[config.mk]
export PLATFORM = sky130hd
export DESIGN_NAME = ret_rot_exec
export DESIGN_NICKNAME = d
export VERILOG_FILES = /design/src/pkg/ret_rot_pkg.sv /design/src/rtl/ret_rot_exec.sv /design/src/rtl/rot_carry_unit.sv
export SDC_FILE = /design/constraint.sdc
export NUM_CORES = 1
export LEC_CHECK = 0
export BUFFER_PORTS_ARGS = -buffer_cell sky130_fd_sc_hd__buf_2
export CORE_MARGIN = 1
export CORE_UTILIZATION = 33
export CTS_BUF_LIST = sky130_fd_sc_hd__clkbuf_4 sky130_fd_sc_hd__clkbuf_8
export DETAILED_ROUTE_END_ITERATION = 10
export PLACE_DENSITY_LB_ADDON = 0.08
export SYNTH_ARGS = -nofsm -noshare
export SYNTH_HDL_FRONTEND = slang
export SYNTH_HIERARCHICAL = 1
export SYNTH_SLANG_ARGS = --single-unit
[constraint.sdc]
create_clock -name clk_i -period 6.94 [get_ports clk_i]
set_input_delay 0.347 -clock clk_i [delete_from_list [all_inputs] [get_ports clk_i]]
set_output_delay 0.347 -clock clk_i [all_outputs]
set_load 0.1 [all_outputs]
[src/pkg/ret_rot_pkg.sv]
// Package: encodings, widths and reset values for the return and rotate executor
package ret_rot_pkg;
  localparam int DATA_W = 8;
  localparam int FADDR_W = 7;
  localparam int PC_W = 13;
  localparam int INSTR_W = 14;
  localparam int STACK_DEPTH = 8;
  localparam int SP_W = 3;
  // Opcode fields (14-bit words)
  localparam logic [13:0] OPC_RETURN = 14'h0008;
  localparam logic [3:0] OPC_RETIMM_HI = 4'hD; // bits 13:10 = 4'b1101
  localparam logic [5:0] OPC_ROTL = 6'h0D; // bits 13:8
  localparam logic [5:0] OPC_ROTR = 6'h0C; // bits 13:8
  localparam int DEST_BIT = 7;
  // Reset values
  localparam logic [7:0] ACC_RST = 8'h00;
  localparam logic [12:0] PC_RST = 13'h0000;
  localparam logic [2:0] SP_RST = 3'h0;
  localparam logic CARRY_RST = 1'b0;
  // Cycle counts
  localparam int RET_CYCLES = 2;
  localparam int ROT_CYCLES = 1;
  typedef enum logic [1:0] {OP_NONE, OP_RET, OP_RETIMM, OP_ROT} op_type;
endpackage : ret_rot_pkg

[src/rtl/ret_rot_exec.sv]
// Executor for the return, return-with-immediate and rotate-through-carry instructions
module ret_rot_exec
  import ret_rot_pkg::*;
#(
  parameter int DEPTH = ret_rot_pkg::STACK_DEPTH
) (
  input wire logic clk_i,
  input wire logic srst_i,
  input wire logic [ret_rot_pkg::INSTR_W-1:0] instr_i,
  input wire logic instr_valid_i,
  input wire logic [ret_rot_pkg::DATA_W-1:0] file_rdata_i,
  input wire logic push_i,
  input wire logic [ret_rot_pkg::PC_W-1:0] push_addr_i,
  output logic instr_ready_o,
  output logic [ret_rot_pkg::FADDR_W-1:0] file_addr_o,
  output logic file_we_o,
  output logic [ret_rot_pkg::DATA_W-1:0] file_wdata_o,
  output logic [ret_rot_pkg::DATA_W-1:0] acc_o,
  output logic carry_o,
  output logic [ret_rot_pkg::PC_W-1:0] pc_o,
  output logic pc_load_o,
  output logic [ret_rot_pkg::SP_W-1:0] sp_o
);
  import ret_rot_pkg::*;

  // ==========================================================
  // State
  typedef struct packed {
    logic [DATA_W-1:0] acc;
    logic carry;
    logic [PC_W-1:0] pc;
    logic pc_load;
    logic [SP_W-1:0] sp;
    logic busy;
    logic fwe;
    logic [DATA_W-1:0] fwdata;
  } state_type;

  state_type s_q, s_d;
  logic [PC_W-1:0] stack_q [DEPTH];
  op_type op;
  logic left;
  logic [DATA_W-1:0] rot_res;
  logic rot_c;
  logic [SP_W-1:0] top_idx;

  // ==========================================================
  // Decode
  // Only a valid word outside the second return cycle is acted on
  always_comb begin
    op = OP_NONE;
    if (instr_valid_i && !s_q.busy) begin
      if (instr_i == OPC_RETURN) begin
        op = OP_RET;
      end else if (instr_i[13:10] == OPC_RETIMM_HI) begin
        op = OP_RETIMM;
      end else if (instr_i[13:8] == OPC_ROTL || instr_i[13:8] == OPC_ROTR) begin
        op = OP_ROT;
      end else begin
        op = OP_NONE; // Other encodings are ignored
      end
    end
  end

  // Direction select for the rotate datapath
  assign left = (instr_i[13:8] == OPC_ROTL);
  assign file_addr_o = instr_i[FADDR_W-1:0];
  assign top_idx = s_q.sp - 3'd1;
  assign instr_ready_o = !s_q.busy;

  rot_carry_unit #(.WIDTH(DATA_W)) u_rot (
    .value_i(file_rdata_i),
    .carry_i(s_q.carry),
    .left_i(left),
    .result_o(rot_res),
    .carry_o(rot_c)
  );

  // ==========================================================
  // Next state
  always_comb begin
    s_d = s_q;
    s_d.pc_load = 1'b0;
    s_d.fwe = 1'b0;
    // A push is refused in the second cycle of a return
    if (push_i && !s_q.busy) begin
      s_d.sp = s_q.sp + 3'd1;
    end
    if (s_q.busy) begin
      s_d.busy = 1'b0; // second cycle
    end else begin
      case (op)
        OP_RET, OP_RETIMM: begin
          s_d.pc = stack_q[top_idx];
          s_d.pc_load = 1'b1;
          s_d.sp = top_idx;
          s_d.busy = 1'b1;
          if (op == OP_RETIMM) s_d.acc = instr_i[DATA_W-1:0];
        end
        OP_ROT: begin
          s_d.carry = rot_c;
          if (instr_i[DEST_BIT]) begin
            s_d.fwe = 1'b1;
            s_d.fwdata = rot_res;
          end else begin
            s_d.acc = rot_res;
          end
        end
        default: ;
      endcase
    end
  end

  // ==========================================================
  // Registers
  always_ff @(posedge clk_i) begin
    if (srst_i) begin
      s_q <= '{acc: ACC_RST, carry: CARRY_RST, pc: PC_RST, pc_load: 1'b0, sp: SP_RST,
               busy: 1'b0, fwe: 1'b0, fwdata: ACC_RST};
    end else begin
      s_q <= s_d;
    end
  end

  // Return stack storage; entries are not reset, only the pointer is
  always_ff @(posedge clk_i) begin
    if (push_i && !s_q.busy) begin
      stack_q[s_q.sp] <= push_addr_i;
    end
  end

  assign acc_o = s_q.acc;
  assign carry_o = s_q.carry;
  assign pc_o = s_q.pc;
  assign pc_load_o = s_q.pc_load;
  assign sp_o = s_q.sp;
  assign file_we_o = s_q.fwe;
  assign file_wdata_o = s_q.fwdata;

  // ==========================================================
  // Checks
  ret_imm_acc_a: assert property (@(posedge clk_i) disable iff (srst_i)
    (instr_valid_i && !s_q.busy && instr_i[13:10] == OPC_RETIMM_HI) |=> acc_o == $past(instr_i[7:0]))
    else $error("accumulator not loaded with immediate");
  ret_imm_pc_a: assert property (@(posedge clk_i) disable iff (srst_i)
    (op == OP_RETIMM) |=> pc_load_o && sp_o == $past(top_idx))
    else $error("immediate return did not pop");
  ret_imm_two_a: assert property (@(posedge clk_i) disable iff (srst_i)
    (op == OP_RETIMM) |=> !instr_ready_o ##1 instr_ready_o && $stable(carry_o))
    else $error("immediate return not two cycles");
  ret_plain_a: assert property (@(posedge clk_i) disable iff (srst_i)
    (op == OP_RET) |=> pc_load_o && !instr_ready_o && $stable(carry_o) && $stable(acc_o))
    else $error("plain return misbehaved");
  rot_left_a: assert property (@(posedge clk_i) disable iff (srst_i)
    (op == OP_ROT && left) |=> carry_o == $past(file_rdata_i[7]))
    else $error("left rotate carry wrong");
  rot_right_a: assert property (@(posedge clk_i) disable iff (srst_i)
    (op == OP_ROT && !left) |=> carry_o == $past(file_rdata_i[0]))
    else $error("right rotate carry wrong");
  rot_dest_a: assert property (@(posedge clk_i) disable iff (srst_i)
    (op == OP_ROT) |=> file_we_o == $past(instr_i[DEST_BIT]))
    else $error("rotate destination wrong");
  rot_fill_a: assert property (@(posedge clk_i) disable iff (srst_i)
    (op == OP_ROT && left && instr_i[DEST_BIT]) |=> file_wdata_o[0] == $past(s_q.carry))
    else $error("old carry not in bit 0");

  // ==========================================================
  // Rotate results, by direction and destination
  rot_left_acc_a: assert property (@(posedge clk_i) disable iff (srst_i)
    (op == OP_ROT && left && !instr_i[DEST_BIT]) |=>
      acc_o == {$past(file_rdata_i[6:0]), $past(carry_o)} && !file_we_o)
    else $error("left rotate result not in accumulator");
  rot_right_acc_a: assert property (@(posedge clk_i) disable iff (srst_i)
    (op == OP_ROT && !left && !instr_i[DEST_BIT]) |=>
      acc_o == {$past(carry_o), $past(file_rdata_i[7:1])} && !file_we_o)
    else $error("right rotate result not in accumulator");
  rot_left_word_a: assert property (@(posedge clk_i) disable iff (srst_i)
    (op == OP_ROT && left && instr_i[DEST_BIT]) |=>
      file_wdata_o == {$past(file_rdata_i[6:0]), $past(carry_o)})
    else $error("left rotate write data wrong");
  rot_right_fill_a: assert property (@(posedge clk_i) disable iff (srst_i)
    (op == OP_ROT && !left && instr_i[DEST_BIT]) |=>
      file_wdata_o == {$past(carry_o), $past(file_rdata_i[7:1])})
    else $error("right rotate write data wrong");

  // Rotates to the file leave the accumulator and program counter alone
  rot_keep_acc_a: assert property (@(posedge clk_i) disable iff (srst_i)
    (op == OP_ROT && instr_i[DEST_BIT]) |=> $stable(acc_o))
    else $error("file rotate touched accumulator");
  rot_keep_pc_a: assert property (@(posedge clk_i) disable iff (srst_i)
    (op == OP_ROT) |=> !pc_load_o && $stable(pc_o))
    else $error("rotate touched program counter");

  // Returns pop exactly one entry and touch no flag
  ret_pop_a: assert property (@(posedge clk_i) disable iff (srst_i)
    (op == OP_RET) |=> sp_o == $past(sp_o) - 3'd1 && !file_we_o)
    else $error("plain return did not pop one entry");
  ret_imm_flag_a: assert property (@(posedge clk_i) disable iff (srst_i)
    (op == OP_RETIMM) |=> $stable(carry_o) && !file_we_o)
    else $error("immediate return changed flags");

  // Second return cycle refuses pushes and new loads
  push_busy_a: assert property (@(posedge clk_i) disable iff (srst_i)
    s_q.busy |=> $stable(sp_o) && !pc_load_o)
    else $error("stack moved in second return cycle");
  pc_pulse_a: assert property (@(posedge clk_i) disable iff (srst_i)
    pc_load_o |=> !pc_load_o)
    else $error("program counter load longer than one cycle");
endmodule : ret_rot_exec

[src/rtl/rot_carry_unit.sv]
// Rotate-through-carry datapath for both directions
module rot_carry_unit #(
  parameter int WIDTH = 8
) (
  input wire logic [WIDTH-1:0] value_i,
  input wire logic carry_i,
  input wire logic left_i,
  output logic [WIDTH-1:0] result_o,
  output logic carry_o
);
  // Left: carry into bit 0, bit 7 out; right: carry into bit 7, bit 0 out
  always_comb begin
    if (left_i) begin
      result_o = {value_i[WIDTH-2:0], carry_i};
      carry_o = value_i[WIDTH-1];
    end else begin
      result_o = {carry_i, value_i[WIDTH-1:1]};
      carry_o = value_i[0];
    end
  end
endmodule : rot_carry_unit

==> metrics.md <==
| Metric | Value |
|---|---|
| Overall Power | `around 0.0018 W` |
| CTS tree | `yes` |
| Mapped Nets | `a little under 400` |
| Area grow syn2layout | `17.1%` |
| Final Hold Fails | `0` |
| Num CTS Buffers | `17` |
| GRT Resource Usage Total | `0.151` |
| Pwr/cell area | `272 mW/mm^2` |
| Hold Path Class | `input pin to register` |
| Crit Path Class | `register to register` |
| Flops & latches, synth | `139` |
| Static Leakage | `between 2 and 2.5 nW` |
| Largest net degree at the start of global routing | `36` |
| Number of remaining DRC errors | `0` |
| # fillers | `1573` |
| CTS sink count | `139` |
| Worst-Skew Late Latency | `approximately 0.43 ns` |
| Post-CTS Setup Repair Bufs | `0` |
| Clk buf depth | `2` |
| Yosys cell types | `30` |
| Arrival time worst endpoint | `approximately 3.3 ns` |
| Setup TNS | `0 ns` |
| Post-synthesis sequential area ratio | `0.676` |
| Placer Congestion | `0.771` |
| Starting Density | `0.340` |
| Pins Over Slew Limit | `0` |
| Final HPWL from detailed placement | `around 7400 um` |
| Avg Inst Size Synth | `16.3 um^2` |
| Required time worst endpoint | `7.21 ns` |
| Status | `complete, no violations` |
| Final layout net count | `467` |
| Final wirelength | `12400 um` |
| Reg2reg setup slack | `3.91 ns` |
| Worst-path clk slew | `0.08 ns` |
| Rows | `47` |
| # IOs | `82` |
| Routed Antenna Nets | `0` |
| DIE AREA | `0.0177 mm^2` |
| Tmin final | `3.03 ns` |
| Port bufs | `81` |
| Slew HR | `0.310` |
| Crit share post-route | `0.436` |
| Vias/cell | `4.87` |
| Die extent in y | `133 um` |
| Post-Synthesis Cells | `347` |
| Crit path capture type | `register` |
| Fmax | `~330 MHz` |
| CP startpoint kind | `register` |
| CP Max Fanout | `14` |
| Cell Area, Synth | `0.00566 mm^2` |
| Post_cts resized | `0` |
| RSZ-0062 raised after global routing | `false` |
| Pre-Repair DR Iteration Count | `4` |
| Max-cap viol count | `0` |
| Setup Skew | `a little over 0.009 ns` |
| Starting DRC count in detailed routing | `between 100 and 150` |
| Number of global-route vias before repair | `approximately 3300` |
| Antenna fix cells | `0` |
| FF-to-FF path depth | `7` |
| Worst VDD drop | `0.173 mV` |
| Util after Layout | `0.398` |
| Core box area | `0.0166 mm^2` |
| Total grt overflow | `0` |
| Initial antenna violation count | `0` |
| Worst-margin pin slew | `1.03 ns` |
| Vias | `approximately 3200` |
| Worst hold path depth | `1` |
| Layout cells sized above 1 | `0.382` |
| CTS Hold Bufs | `0` |
| Root Driver | `clkbuf_8` |
| YS warnings | `6` |
| Die width | `133 um` |
| Final Setup Violations | `0` |
| H-tree depth | `4` |
| First-pass GRT wire length | `19100 um` |
| WL per Instance | `roughly 19 um` |
[cells in the final DEF, fill, tap and decap left out, types with 2 or more instances in the layout]
cell          n
a211oi_1     19
a211oi_2      2
a21oi_1      11
buf_2        81
buf_4         6
bufinv_16     2
clkbuf_4      3
clkbuf_8     18
clkinv_1      2
clkinv_2      2
clkinvlp_4    2
dfxtp_1      34
edfxtp_1    104
ha_1          4
inv_1         4
inv_6         2
mux2_4        9
mux2i_1      23
mux4_2       26
nand2_1      13
nand3_1      14
nor2_1       25
nor2_2        7
nor2b_1       3
nor3_1        2
nor4_2        2
o21ai_0       3
or3_1         3
[per-layer routing]
metal | global-route usage | vias up | wire (um)
met3 | 0.0456 | 15 | 722
met5 | 0 | - | 0
met1 | 0.196 | 1591 | 5740
li1 | - | 1491 | -
met2 | 0.238 | 104 | 5710
met4 | 0.0543 | 0 | 192
[cell type report]
cell class	instances	area, um^2	share of cell area
Clock buffer	21	270	0.0408
Clock inverter	11	119	0.0179
Inverter	4	15.0	0.00227
Multi-Input combinational cell	175	1670	0.252
Sequential cell	139	3820	0.577
Tap cell	220	275	0.0415
Timing Repair Buffer	87	450	0.0680
[final timing paths]
| kind | start | end |
|---|---|---|
| setup reg to reg | pc_load_o | file_wdata_o[0] |
| hold / removal | push_addr_i[1] | stack_q[6][1] |
| hold reg to reg | file_wdata_o[6] | file_wdata_o[6] |
| setup / recovery | pc_load_o | file_wdata_o[0] |
[registers in the layout, summed over array words and instances, names as in the netlist]
| register | cells |
|---|---|
| stack_q | 104 |
| pc_o | 13 |
| acc_o | 8 |
| file_wdata_o | 8 |
| sp_o | 3 |
| carry_o | 1 |
| file_we_o | 1 |
| pc_load_o | 1 |
[stage by stage]
stage	instance area (um^2)	hold WS [ns]	worst slack [ns]	std cells
floorplan	5660	0.446	3.88	347
global placement	6240	0.440	3.75	625
detailed placement	6240	0.446	3.63	625
CTS	6630	0.152	3.91	657
global route	6630	0.148	3.53	657
finish	6630	0.188	3.91	657
[kinds of logic after synthesis]
| kind of cell | synth area share |
|---|---|
| AOI/OAI and AO/OA | 0.0484 |
| xor gates and xnor gates | 0.00442 |
| adders and majority gates | 0.00884 |
| buffers and inverters | 0.0343 |
| DFF | 0.676 |
| muxes | 0.168 |
| and+or+nand+nor | 0.0604 |
[Yosys cell counts]
cell type / number / area (um^2)
a2111oi_4: 1 / 27.5
buf_4: 10 / 75.1
nand2_1: 13 / 48.8
nand3_1: 14 / 70.1
o21ai_0: 3 / 15.0
mux2_4: 9 / 135
buf_2: 8 / 40.0
mux2i_1: 23 / 230
nor2_1: 32 / 120
nor4_1: 3 / 18.8
dfxtp_1: 35 / 701
nor3b_1: 1 / 7.51
nor2b_1: 3 / 18.8
nor3_1: 2 / 10.0
nor2b_4: 1 / 13.8
inv_1: 4 / 15.0
xnor2_1: 1 / 8.76
clkbuf_1: 8 / 30.0
a32oi_1: 1 / 8.76
or3_1: 3 / 18.8
xor2_2: 1 / 16.3
mux4_2: 26 / 586
nor4b_1: 1 / 8.76
a211oi_1: 19 / 143
edfxtp_1: 104 / 3120
buf_6: 3 / 33.8
a211oi_2: 2 / 25.0
nand2b_1: 1 / 6.26
a21oi_1: 11 / 55.1
ha_1: 4 / 50.1
[critical path: stages, from the launching register on]
cell and delay [ns]:
dfxtp_1 0.50, nor2b_1 0.22, nor3b_1 0.32, ha_1 0.65
nor2b_1 0.62, nand2_1 0.35, nand2_1 0.14, a21oi_1 0.07
[power breakdown]
part           internal, W  switching, W  leakage, nW  total (W)
Clock             0.000340      0.000298        0.196   0.000638
Sequential        0.000916    0.00000838         1.23   0.000925
Combinational    0.0000786      0.000163        0.906   0.000242
Total              0.00133      0.000470         2.33    0.00180
(Power assumes the default switching activity.)
